`src/pkg/fmic_pkg.sv`:
```
// fmic_pkg: register map, field positions, reset values and sleep encodings
// for the front end mode and input configuration register slice.
// assumes a 32-bit apb bus with word-aligned registers.
package fmic_pkg;
    // printed offsets are register indices; byte address is four times it
    localparam logic [7:0] FMIC_IDX_SYSCTL = 8'h0F;
    localparam logic [7:0] FMIC_IDX_OPERATING_MODE = 8'h10;
    localparam logic [7:0] FMIC_IDX_INSLEEP = 8'h20;
    localparam logic [7:0] FMIC_IDX_INCFG = 8'h21;
    localparam logic [15:0] FMIC_SYSCTL_RST = 16'h0000;
    localparam logic [15:0] FMIC_OPERATING_MODE_RST = 16'h0000;
    localparam logic [15:0] FMIC_INSLEEP_RST = 16'h0000;
    localparam logic [15:0] FMIC_INCFG_RST = 16'h0000;
    // writable masks; all other bits are reserved, read zero
    localparam logic [15:0] FMIC_SYSCTL_MASK = 16'h0007;
    localparam logic [15:0] FMIC_OPERATING_MODE_MASK = 16'h0F01;
    localparam logic [15:0] FMIC_INSLEEP_MASK = 16'hF00F;
    localparam logic [15:0] FMIC_INCFG_MASK = 16'h00F9;
    localparam int FMIC_SLOW_EN_BIT = 0;
    localparam int FMIC_FAST_EN_BIT = 1;
    localparam int FMIC_SEL_BIT = 2;
    localparam int FMIC_RUN_BIT = 0;
    localparam int FMIC_SLOT_LSB = 8;
    localparam int FMIC_PAIRB_LSB = 12;
    localparam int FMIC_PAIRA_LSB = 0;
    localparam int FMIC_BIAS2_LSB = 6;
    localparam int FMIC_BIAS1_LSB = 4;
    localparam int FMIC_PAIRB_DIFF_BIT = 3;
    localparam int FMIC_PAIRA_DIFF_BIT = 0;
    localparam int FMIC_NUM_SLOTS = 12;
    // per-input connection during sleep
    typedef enum logic [1:0] {
        FMIC_CONN_FLOAT = 2'h0,
        FMIC_CONN_BIAS1 = 2'h1,
        FMIC_CONN_BIAS2 = 2'h2
    } fmic_conn_t;
    // bias output sleep level
    typedef enum logic [1:0] {
        FMIC_BIAS_SUPPLY = 2'h0,
        FMIC_BIAS_GROUND = 2'h1,
        FMIC_BIAS_FLOAT = 2'h2
    } fmic_bias_t;
endpackage

```
`src/design/fmic_pair_sleep.sv`:
```
// fmic_pair_sleep: decodes one input pair's sleep code into switch states.
// assumes code and differential flag come from registers.
`timescale 1ns/1ps
module fmic_pair_sleep
    import fmic_pkg::*;
(
    input wire logic [3:0] code,
    input wire logic diff,
    output fmic_conn_t conn_first,
    output fmic_conn_t conn_second,
    output logic short_pair
);
    always_comb
    begin
        conn_first = FMIC_CONN_FLOAT;
        conn_second = FMIC_CONN_FLOAT;
        short_pair = 1'b0;
        case (code)
            4'h1: short_pair = diff;
            4'h2:
            begin
                conn_first = FMIC_CONN_BIAS1;
                conn_second = FMIC_CONN_BIAS1;
                short_pair = diff;
            end
            4'h3:
            begin
                conn_first = FMIC_CONN_BIAS2;
                conn_second = FMIC_CONN_BIAS2;
                short_pair = diff;
            end
            4'h4: conn_first = FMIC_CONN_BIAS1;
            4'h5:
            begin
                conn_first = FMIC_CONN_BIAS1;
                conn_second = FMIC_CONN_BIAS2;
            end
            4'h6: conn_first = FMIC_CONN_BIAS2;
            4'h7:
            begin
                conn_first = FMIC_CONN_BIAS2;
                conn_second = FMIC_CONN_BIAS1;
            end
            4'h8: conn_second = FMIC_CONN_BIAS1;
            4'h9: conn_second = FMIC_CONN_BIAS2;
            // undefined codes leave both inputs floating
            default: short_pair = 1'b0;
        endcase
    end
endmodule

```
`src/design/fmic_slot_seq.sv`:
```
// fmic_slot_seq: steps through enabled time slots while running.
// assumes one slot step per clock; real slot timing lives elsewhere.
`timescale 1ns/1ps
module fmic_slot_seq
    import fmic_pkg::*;
(
    input wire logic pclk,
    input wire logic presetn,
    input wire logic run,
    input wire logic [3:0] last_slot,
    output logic [3:0] slot
);
    logic [3:0] next_slot;
    always_comb
    begin
        next_slot = slot;
        if (!run)
            next_slot = 4'h0;
        else if (slot >= last_slot)
            next_slot = 4'h0;
        else
            next_slot = slot + 4'h1;
    end
    always_ff @(posedge pclk or negedge presetn)
    begin
        if (!presetn)
            slot <= 4'h0;
        else
            slot <= next_slot;
    end
endmodule

```
`src/design/fmic_regs.sv`:
```
// fmic_regs: apb register slice for oscillator enables, operating mode and
// input sleep/pairing configuration of the front end.
// assumes an apb master on pclk; zero wait states.
// Operation
// - system control bit 1 powers the fast low frequency oscillator.
// - system control bit 0 powers the slow low frequency oscillator.
// - system control bit 2 selects slow (0) or fast (1) oscillator.
// - slot count field 11:8 runs slots A up to code plus one.
// - run select bit 0 gives standby at zero, go at one, resets zero.
// - pair b sleep code sits in 15:12; 0 floats, 1 shorts if differential.
// - codes 2 and 3 tie both inputs to bias one or two, short if diff.
// - codes 4 to 9 connect each input individually.
// - pair a sleep code sits in 3:0 with the same encoding.
// - pair a code 1 shorts only while pair a is differential.
// - bias two sleep field 7:6: supply, ground, floating.
// - bias one sleep field 5:4 uses the same encoding.
// - input config bit 3 makes inputs seven/eight differential.
// - input config bit 0 makes inputs one/two differential.
`timescale 1ns/1ps
module fmic_regs
    import fmic_pkg::*;
(
    input wire logic pclk,
    input wire logic presetn,
    input wire logic psel,
    input wire logic penable,
    input wire logic pwrite,
    input wire logic [31:0] paddr,
    input wire logic [31:0] pwdata,
    input wire logic [3:0] pstrb,
    output logic [31:0] prdata,
    output logic pready,
    output logic pslverr,
    output logic fast_lf_osc_enable,
    output logic slow_lf_osc_enable,
    output logic lf_osc_select,
    output logic run_select,
    output logic [11:0] slot_enable,
    output logic [3:0] active_slot,
    output fmic_conn_t input_one_conn,
    output fmic_conn_t input_two_conn,
    output logic pair_a_short,
    output fmic_conn_t input_seven_conn,
    output fmic_conn_t input_eight_conn,
    output logic pair_b_short,
    output fmic_bias_t bias_out_one,
    output fmic_bias_t bias_out_two,
    output logic pair_a_differential,
    output logic pair_b_differential
);
    import fmic_pkg::*;

    logic [15:0] system_control;
    logic [15:0] operating_mode;
    logic [15:0] input_sleep_state;
    logic [15:0] input_configuration;
    logic [15:0] next_system_control;
    logic [15:0] next_operating_mode;
    logic [15:0] next_input_sleep_state;
    logic [15:0] next_input_configuration;
    logic [31:0] next_prdata;
    logic next_pslverr;
    logic [11:0] next_slot_enable;
    logic [3:0] seq_slot;
    fmic_conn_t a1, a2, b7, b8;
    logic a_sh, b_sh;
    logic [31:0] stage_a;
    logic [31:0] stage_b;

    // index from byte address; misaligned or high addresses are unmapped
    function automatic logic hit(input logic [31:0] addr,
                                 input logic [7:0] idx);
        hit = (addr[1:0] == 2'h0) && (addr[31:10] == 22'h0) &&
              (addr[9:2] == idx);
    endfunction

    function automatic logic [15:0] merge(input logic [15:0] old,
                                          input logic [31:0] wd,
                                          input logic [3:0] be,
                                          input logic [15:0] mask);
        logic [15:0] v;
        v = old;
        if (be[0])
            v[7:0] = wd[7:0];
        if (be[1])
            v[15:8] = wd[15:8];
        merge = v & mask;
    endfunction

    function automatic fmic_bias_t bias_dec(input logic [1:0] f);
        case (f)
            2'h0: bias_dec = FMIC_BIAS_SUPPLY;
            2'h1: bias_dec = FMIC_BIAS_GROUND;
            // code 3 undefined; treated as floating
            default: bias_dec = FMIC_BIAS_FLOAT;
        endcase
    endfunction

    wire logic access = psel && penable;
    wire logic wr = access && pwrite;
    wire logic mapped = hit(paddr, FMIC_IDX_SYSCTL) ||
        hit(paddr, FMIC_IDX_OPERATING_MODE) || hit(paddr, FMIC_IDX_INSLEEP) ||
        hit(paddr, FMIC_IDX_INCFG);

    always_comb
    begin
        next_system_control = system_control;
        next_operating_mode = operating_mode;
        next_input_sleep_state = input_sleep_state;
        next_input_configuration = input_configuration;
        if (wr && hit(paddr, FMIC_IDX_SYSCTL))
            next_system_control = merge(system_control, pwdata, pstrb,
                                        FMIC_SYSCTL_MASK);
        if (wr && hit(paddr, FMIC_IDX_OPERATING_MODE))
            next_operating_mode = merge(operating_mode, pwdata, pstrb,
                                        FMIC_OPERATING_MODE_MASK);
        if (wr && hit(paddr, FMIC_IDX_INSLEEP))
            next_input_sleep_state = merge(input_sleep_state, pwdata,
                pstrb, FMIC_INSLEEP_MASK);
        if (wr && hit(paddr, FMIC_IDX_INCFG))
            next_input_configuration = merge(input_configuration, pwdata,
                pstrb, FMIC_INCFG_MASK);
    end

    // read data set up in the setup cycle so it is registered at access
    always_comb
    begin
        next_prdata = 32'h0;
        next_pslverr = 1'b0;
        if (psel && !penable && !pwrite)
        begin
            if (hit(paddr, FMIC_IDX_SYSCTL))
                next_prdata = {16'h0, system_control};
            else if (hit(paddr, FMIC_IDX_OPERATING_MODE))
                next_prdata = {16'h0, operating_mode};
            else if (hit(paddr, FMIC_IDX_INSLEEP))
                next_prdata = {16'h0, input_sleep_state};
            else if (hit(paddr, FMIC_IDX_INCFG))
                next_prdata = {16'h0, input_configuration};
        end
        if (psel && !penable)
            next_pslverr = !mapped;
    end

    always_ff @(posedge pclk or negedge presetn)
    begin
        if (!presetn)
        begin
            system_control <= FMIC_SYSCTL_RST;
            operating_mode <= FMIC_OPERATING_MODE_RST;
            input_sleep_state <= FMIC_INSLEEP_RST;
            input_configuration <= FMIC_INCFG_RST;
        end
        else
        begin
            system_control <= next_system_control;
            operating_mode <= next_operating_mode;
            input_sleep_state <= next_input_sleep_state;
            input_configuration <= next_input_configuration;
        end
    end

    // pready high in the access cycle: registered from the setup cycle
    always_ff @(posedge pclk or negedge presetn)
    begin
        if (!presetn)
        begin
            prdata <= 32'h0;
            pready <= 1'b0;
            pslverr <= 1'b0;
        end
        else
        begin
            prdata <= next_prdata;
            pready <= psel && !penable;
            pslverr <= next_pslverr;
        end
    end

    fmic_pair_sleep u_pair_a (
        .code(input_sleep_state[FMIC_PAIRA_LSB +: 4]),
        .diff(input_configuration[FMIC_PAIRA_DIFF_BIT]),
        .conn_first(a1),
        .conn_second(a2),
        .short_pair(a_sh)
    );
    fmic_pair_sleep u_pair_b (
        .code(input_sleep_state[FMIC_PAIRB_LSB +: 4]),
        .diff(input_configuration[FMIC_PAIRB_DIFF_BIT]),
        .conn_first(b7),
        .conn_second(b8),
        .short_pair(b_sh)
    );
    fmic_slot_seq u_seq (
        .pclk(pclk),
        .presetn(presetn),
        .run(operating_mode[FMIC_RUN_BIT]),
        .last_slot(operating_mode[FMIC_SLOT_LSB +: 4]),
        .slot(seq_slot)
    );

    genvar g;
    generate
        for (g = 0; g < FMIC_NUM_SLOTS; g++)
        begin : g_slot
            // slot g runs when code >= g
            assign next_slot_enable[g] = operating_mode[FMIC_RUN_BIT] &&
                (operating_mode[FMIC_SLOT_LSB +: 4] >= 4'(g));
        end
    endgenerate

    // output staging: every top output from a flip-flop
    always_comb
    begin
        stage_a = 32'h0;
        stage_a[0] = system_control[FMIC_FAST_EN_BIT];
        stage_a[1] = system_control[FMIC_SLOW_EN_BIT];
        stage_a[2] = system_control[FMIC_SEL_BIT];
        stage_a[3] = operating_mode[FMIC_RUN_BIT];
        stage_a[15:4] = next_slot_enable;
        stage_a[19:16] = seq_slot;
        stage_a[20] = input_configuration[FMIC_PAIRA_DIFF_BIT];
        stage_a[21] = input_configuration[FMIC_PAIRB_DIFF_BIT];
        stage_b = 32'h0;
        stage_b[1:0] = a1;
        stage_b[3:2] = a2;
        stage_b[4] = a_sh;
        stage_b[6:5] = b7;
        stage_b[8:7] = b8;
        stage_b[9] = b_sh;
        stage_b[11:10] = bias_dec(
            input_configuration[FMIC_BIAS1_LSB +: 2]);
        stage_b[13:12] = bias_dec(
            input_configuration[FMIC_BIAS2_LSB +: 2]);
    end

    always_ff @(posedge pclk or negedge presetn)
    begin
        if (!presetn)
        begin
            fast_lf_osc_enable <= 1'b0;
            slow_lf_osc_enable <= 1'b0;
            lf_osc_select <= 1'b0;
            run_select <= 1'b0;
            slot_enable <= 12'h000;
            active_slot <= 4'h0;
            pair_a_differential <= 1'b0;
            pair_b_differential <= 1'b0;
            input_one_conn <= FMIC_CONN_FLOAT;
            input_two_conn <= FMIC_CONN_FLOAT;
            pair_a_short <= 1'b0;
            input_seven_conn <= FMIC_CONN_FLOAT;
            input_eight_conn <= FMIC_CONN_FLOAT;
            pair_b_short <= 1'b0;
            bias_out_one <= FMIC_BIAS_SUPPLY;
            bias_out_two <= FMIC_BIAS_SUPPLY;
        end
        else
        begin
            fast_lf_osc_enable <= stage_a[0];
            slow_lf_osc_enable <= stage_a[1];
            lf_osc_select <= stage_a[2];
            run_select <= stage_a[3];
            slot_enable <= stage_a[15:4];
            active_slot <= stage_a[19:16];
            pair_a_differential <= stage_a[20];
            pair_b_differential <= stage_a[21];
            input_one_conn <= fmic_conn_t'(stage_b[1:0]);
            input_two_conn <= fmic_conn_t'(stage_b[3:2]);
            pair_a_short <= stage_b[4];
            input_seven_conn <= fmic_conn_t'(stage_b[6:5]);
            input_eight_conn <= fmic_conn_t'(stage_b[8:7]);
            pair_b_short <= stage_b[9];
            bias_out_one <= fmic_bias_t'(stage_b[11:10]);
            bias_out_two <= fmic_bias_t'(stage_b[13:12]);
        end
    end

    fast_osc_a: assert property (@(posedge pclk) disable iff (!presetn)
        $rose(system_control[FMIC_FAST_EN_BIT]) |=> fast_lf_osc_enable)
        else $error("fast oscillator enable not followed");
    slow_osc_a: assert property (@(posedge pclk) disable iff (!presetn)
        slow_lf_osc_enable == $past(system_control[FMIC_SLOW_EN_BIT]))
        else $error("slow oscillator enable mismatch");
    osc_select_a: assert property (@(posedge pclk) disable iff (!presetn)
        wr && hit(paddr, FMIC_IDX_SYSCTL) && pstrb[0]
        |=> ##1 lf_osc_select == $past(pwdata[FMIC_SEL_BIT], 2))
        else $error("oscillator select not written");
    slot_count_a: assert property (@(posedge pclk) disable iff (!presetn)
        run_select |-> slot_enable[0] &&
        (slot_enable[11] == (operating_mode[11:8] == 4'hB) ||
         $changed(operating_mode)))
        else $error("slot enable mismatch");
    standby_a: assert property (@(posedge pclk) disable iff (!presetn)
        !run_select && !$past(run_select) |-> slot_enable == 12'h000)
        else $error("slots enabled in standby");
    pair_b_short_a: assert property (@(posedge pclk) disable iff (!presetn)
        $stable(input_sleep_state) && $stable(input_configuration) &&
        input_sleep_state[15:12] == 4'h1 && !input_configuration[3]
        |=> !pair_b_short)
        else $error("pair b shorted while single ended");
    pair_a_short_a: assert property (@(posedge pclk) disable iff (!presetn)
        $stable(input_sleep_state) && $stable(input_configuration) &&
        input_sleep_state[3:0] == 4'h1 && input_configuration[0]
        |=> pair_a_short)
        else $error("pair a short missing");
    bias_two_a: assert property (@(posedge pclk) disable iff (!presetn)
        $stable(input_configuration) && input_configuration[7:6] == 2'h1
        |=> bias_out_two == FMIC_BIAS_GROUND)
        else $error("bias two not grounded");
    reserved_a: assert property (@(posedge pclk) disable iff (!presetn)
        operating_mode[15:12] == 4'h0 && operating_mode[7:1] == 7'h0 &&
        input_sleep_state[11:4] == 8'h0 && input_configuration[2:1] == 2'h0)
        else $error("reserved bit set");
endmodule

```
`config.mk`:
```
export PLATFORM = sky130hd
export DESIGN_NAME = fmic_regs
export DESIGN_NICKNAME = d
export VERILOG_FILES = /design/src/pkg/fmic_pkg.sv /design/src/design/fmic_pair_sleep.sv /design/src/design/fmic_slot_seq.sv /design/src/design/fmic_regs.sv
export SDC_FILE = /design/constraint.sdc
export NUM_CORES = 1
export LEC_CHECK = 0
export BUFFER_PORTS_ARGS = -buffer_cell sky130_fd_sc_hd__buf_4
export CORE_AREA = 2 2 94 96
export CTS_BUF_LIST = sky130_fd_sc_hd__clkbuf_4
export DETAILED_ROUTE_END_ITERATION = 16
export DIE_AREA = 0 0 96 98
export PLACE_DENSITY_LB_ADDON = 0.1
export REMOVE_ABC_BUFFERS = 1
export SKIP_LAST_GASP = 1
export SYNTH_ARGS = -nofsm -noshare
export SYNTH_HDL_FRONTEND = slang
export SYNTH_SLANG_ARGS = --single-unit
```
`constraint.sdc`:
```
create_clock -name pclk -period 1.95 [get_ports pclk]
set_input_delay 0.195 -clock pclk [delete_from_list [all_inputs] [get_ports pclk]]
set_output_delay 0.195 -clock pclk [all_outputs]
set_load 0.02 [all_outputs]
```
# Yosys cells after proc, flatten, opt, wreduce, memory -nomap -nowiden
# Cells that the tools add are included.
# W data, S select, Z words.
dict set report word_totals {
  inputBits 73
  elab_cells 131
  register_bits 96
}
dict set report op_classes {
  reduce_logical 51
  order_cmp 13
  n_mux 16
  eq_ne 24
  addsub 1
}
# cell n
set op_table {}
lappend op_table {{$mux W16} 4}
lappend op_table {{$eq A4 B3 Y1 const B} 8}
lappend op_table {{$reduce_or A3 Y1} 10}
lappend op_table {{$logic_and A1 B1 Y1} 25}
lappend op_table {{$pmux W2 S2} 6}
lappend op_table {{$logic_not A22 Y1} 1}
lappend op_table {{$eq A4 B2 Y1 const B} 4}
lappend op_table {{$eq A4 B4 Y1 const B} 4}
lappend op_table {{$eq A8 B6 Y1 const B} 2}
lappend op_table {{$ge A4 B3 Y1 const B} 4}
lappend op_table {{$ge A4 B4 Y1 const B} 4}
lappend op_table {{$reduce_and A2 Y1} 6}
lappend op_table {{$eq A4 B1 Y1 const B} 2}
lappend op_table {{$eq A8 B4 Y1 const B} 1}
lappend op_table {{$eq A8 B5 Y1 const B} 1}
lappend op_table {{$ge A4 B1 Y1 const B} 2}
lappend op_table {{$ge A4 B2 Y1 const B} 2}
lappend op_table {{$mux W4} 2}
lappend op_table {{$mux W8} 1}
lappend op_table {{$logic_not A2 Y1} 3}
lappend op_table {{$add A4 B1 Y4 const B} 1}
lappend op_table {{$eq A2 B1 Y1 const B} 2}
lappend op_table {{$ge A4 B4 Y1} 1}
lappend op_table {{$logic_not A1 Y1} 3}
lappend op_table {{other kinds (2)} 6}

# Depth between registers and ports, before layout
dict set report logic_depth {
  ltp_word 8
  mapped_depth 6
  mapped_depth_nobuf 6
}

# Hierarchy
# From an unflattened synthesis, not the netlist that was laid out.
dict set report unflattened {
  cells_unflattened 259
  area_unflattened_um2 3274.4
}
# module seq_area_each_um2 area_per_inst_um2 instances cells_per_inst
set by_module_without_submodules {}
lappend by_module_without_submodules {fmic_regs 1876.8 2835.2 1 207}
lappend by_module_without_submodules {fmic_slot_seq 100.1 264.0 1 26}
lappend by_module_without_submodules {fmic_pair_sleep 0.0 87.6 2 13}

# Worst setup path after synthesis
# OpenSTA, ideal clock, no wires.
dict set report synth_path {
  kind {input to register}
  startpoint {input port paddr[24]}
  endpoint {register operating_mode[10]}
  t_required_ps 1825
  arrival_time_ps 1607
  path_slack_ps 218
  n_path_buf 0
  cell_stages 4
  cell_sequence {nor4_2 -> nand4_4 -> nor4_2 -> mux2_2}
}
dict set report synth_between {
  elab_chain_len 5
}
# item line_no
set synth_lines {}
lappend synth_lines {{start, declared} fmic_regs.sv:28} ;# input wire logic [31:0] paddr,
lappend synth_lines {{$logic_not A22 Y1} fmic_regs.sv:73} ;# hit = (addr[1:0] == 2'h0) && (addr[31:10] == 22'h0) &&
lappend synth_lines {{$logic_and A1 B1 Y1 (2 in a row)} fmic_regs.sv:73}
lappend synth_lines {{$logic_and A1 B1 Y1} fmic_regs.sv:114} ;# if (wr && hit(paddr, FMIC_IDX_OPERATING_MODE))
lappend synth_lines {{$reduce_and A2 Y1 (no source line)} -}
lappend synth_lines {{end signal, assigned} fmic_regs.sv:157} ;# operating_mode <= next_operating_mode;
lappend synth_lines {{end, declared} fmic_regs.sv:54} ;# logic [15:0] operating_mode;
# No other way between the ends.
# A chain may end at the register's enable or synchronous reset.

# Final worst setup path
dict set report layout_path {
  startpoint {register operating_mode[8]}
  endpoint {register u_seq.slot[0]}
}
dict set report layout_between {
  elab_chain_len 3
}
# item line_no
set layout_lines {}
lappend layout_lines {{$ge A4 B4 Y1} fmic_slot_seq.sv:19} ;# else if (slot >= last_slot)
lappend layout_lines {{$mux W4} fmic_slot_seq.sv:19}
lappend layout_lines {{$mux W4} fmic_slot_seq.sv:17} ;# if (!run)
lappend layout_lines {{via u_seq.next_slot[0]} fmic_slot_seq.sv:13} ;# logic [3:0] next_slot;
lappend layout_lines {{end signal, assigned} fmic_slot_seq.sv:29} ;# slot <= next_slot;
lappend layout_lines {{end, declared} fmic_slot_seq.sv:11} ;# output logic [3:0] slot
# The timed path passes the listed nets, and every way through them passes these cells.

==> impl_metrics.env <==
export IMPL_status="complete, no violations"
export IMPL_period_minus_slack_ns=1.63
export IMPL_drt_pass1_iter_count=4
export IMPL_powerDensity_nw_per_um2=626
export IMPL_nets=466
export IMPL_cp_end_kind="register"
export IMPL_rsz0062_at_grt="no"
export IMPL_clock_fmax_ghz=0.612
export IMPL_antenna_found_initial=0
export IMPL_clk_latency_ns=0.42
export IMPL_layout_commonest_cell="buf_4"
export IMPL_synthAdderAreaFrac=0.0189
export IMPL_cp_max_fo=7
export IMPL_dr_first_iter_drc_count=44
export IMPL_min_path_type="primary input to register"
export IMPL_setup_tns_ns=0
export IMPL_cp_slowest_stage_delay_ns=0.47
export IMPL_port_buffers=108
export IMPL_post_route_util=0.540
export IMPL_async_flop_share=1.00
export IMPL_p_comb_frac=0.075
export IMPL_post_route_period_util=0.838
export IMPL_place_hpwl_um=5070
export IMPL_swShare=0.247
export IMPL_finalHoldViolations=0
export IMPL_drive_above_1_share=0.420
export IMPL_area_delta_synth_final_pct=38.0
export IMPL_clk_pin_slew_ns=0.13
export IMPL_synth_top_family_by_area="simple AND/OR/NAND/NOR gates"
export IMPL_power_total_mw=2.86
export IMPL_maxCapViolations=0
export IMPL_gp_congestion=0.800
export IMPL_grt_first_pass_wirelength_um=11000
export IMPL_crit_arrival_ns=1.96
export IMPL_cpMostUsedCell="a21o_1"
export IMPL_grt_max_degree=55
export IMPL_num_rows=34
export IMPL_overflow=0
export IMPL_syn_cell_area_um2=3310
export IMPL_vdd_drop_max_v=0.000273
export IMPL_critPathRequiredTime_ns=2.28
export IMPL_skew_ns=0.0161
export IMPL_core_um2=8470
export IMPL_grtUsageTotal=0.154
export IMPL_setup_violations_final=0
export IMPL_avgSynthCellArea_um2=13.2
export IMPL_clockBufferDepth=2
export IMPL_ys_flop_type="dfrtp_1"
export IMPL_synth_distinct_cells=40
export IMPL_drc_errors=0
export IMPL_vias=2307
export IMPL_cts_root_buf="clkbuf_4"
export IMPL_synth_seq_cells=79
export IMPL_detailed_place_area_um2=4250
export IMPL_synthCells=251
export IMPL_drt_wl_total_um=6750
export IMPL_initial_core_util=0.391
export IMPL_synth_edf_count=0
export IMPL_htreeDepth=3
export IMPL_synthSimpleGateAreaFrac=0.172
export IMPL_fp_dieArea_um2=9410
export IMPL_fp_dieH_um=98
export IMPL_cts_buffers=9
export IMPL_p_clk_frac=0.351
export IMPL_grt_pass1_vias=2205
export IMPL_finalMaxSlewViolations=0
export IMPL_synth_warnings=0
export IMPL_ys_seq_area_frac=0.597
export IMPL_crit_chain="ha_1, nand2b_1, a21o_1, a21o_1, a211oi_1"
export IMPL_fin_area_um2=4570
export IMPL_mostFrequentLayoutCells="118 x buf_4, 79 x dfrtp_1, 18 x mux2_2"
export IMPL_synth_compound_area_frac=0.0495
export IMPL_num_fill_cells=775
export IMPL_p_switching_mw=0.706
export IMPL_leakage_nw=2.43
export IMPL_wl_per_cell_um=13.5
export IMPL_vias_per_cell=4.60
export IMPL_synthXorXnorAreaFrac=0.0159
export IMPL_cts_tree="yes"
export IMPL_start_kind="register"
export IMPL_crit_type="register to register"
export IMPL_ios=143
export IMPL_p_int_mw=2.15
export IMPL_synthMuxAreaShare=0.0876
export IMPL_cts_sinks=79
export IMPL_die_w_um=96
export IMPL_crit_slowest_cell="dfrtp_1"
export IMPL_postRouteAntennaNets=0
export IMPL_power_frac_seq=0.574
export IMPL_post_cts_setup_buffer_count=0
export IMPL_diodes=0
[path summary, 6_finish.rpt]
path | start | end | slack (ns) | cells after the start
min in group asynchronous | presetn | input_seven_conn[0] | 0.21 | 2
worst max register to register | operating_mode[8] | u_seq.slot[0] | 0.32 | 5
max in group asynchronous | presetn | input_two_conn[1] | 1.15 | 3
worst min-delay path | psel | pready | 0.05 | 3
worst min register to register | system_control[1] | fast_lf_osc_enable | 0.42 | 0
worst max-delay path | operating_mode[8] | u_seq.slot[0] | 0.32 | 5
[registers in the layout, indices dropped and copies added, names as in the netlist, 2 cells and up]
register and cells:
input_sleep_state 8, prdata 16, input_seven_conn 2, input_two_conn 2, slot_enable 12, input_eight_conn 2
input_one_conn 2, u_seq.slot 4, system_control 3, operating_mode 5, bias_out_one 2, bias_out_two 2
input_configuration 6, active_slot 4
[logic make-up after synthesis]
family	count (synthesis)
compound gates	24
xor+xnor	6
fa+ha+maj	5
buf+inv	34
flops	79
mux	26
other cells	1
simple gates	76
[critical path: cells and delay by family, from the launching register on]
kind,cells,cell delay [ns]
AO/OA/AOI/OAI,3,0.64
AND/OR/NAND/NOR,1,0.14
adder cells (fa/ha/maj),1,0.31
flip-flops,1,0.47
[timing repair]
action,in CTS,in global routing
hold buffers,15,2
resized for setup,0,0
hold endpoints to repair,41,2
[Yosys cell counts, types with 6 or more instances]
cell type,number,area share
dfrtp_1,79,0.60
mux2_2,18,0.061
buf_4,17,0.039
and3_1,12,0.023
nor2_1,11,0.012
inv_1,9,0.010
clkbuf_1,8,0.0091
nor4_2,7,0.026
mux2_1,6,0.020
nor2b_1,6,0.011
[metrics by stage]
stage | setup WS (ns) | hold slack (ns) | cells
3_3_place_gp | 0.0219 | 0.125 | 468
3_5_place_dp | 0.00867 | 0.125 | 468
2_1_floorplan | 0.218 | -0.101 | 241
4_1_cts | 0.309 | 0.000884 | 499
5_1_grt | 0.193 | 0.0406 | 501
6_report | 0.316 | 0.0508 | 501
[cell type report]
type	instances	area [um2]	area share
inverters	9	33.8	0.00739
well taps	108	135	0.0296
repair buffers	136	1080	0.235
clock inverters	7	81.3	0.0178
multi-input cells	153	1200	0.263
clock buffers	9	67.6	0.0148
flip-flops and latches	79	1980	0.433
[power by group through the flow]
stage / logic [mW] / clock network (mW) / registers (mW)
final: 0.215 / 1.00 / 1.64
after global routing: 0.238 / 1.13 / 1.64
after CTS: 0.216 / 1.05 / 1.64
after detailed placement: 0.192 / 0 / 1.67
after global placement: 0.189 / 0 / 1.67
after floorplan: 0.0446 / 0 / 1.68
[per-layer routing]
metal  global-route usage  up-vias  part of all wire
li1                     -     1137                 -
met1                0.214     1074              0.44
met2                0.234       86              0.48
met3               0.0355       10             0.065
met4               0.0593        0             0.015
met5                    0        -                 0
Note: power is estimated with default switching activity, not from simulation.
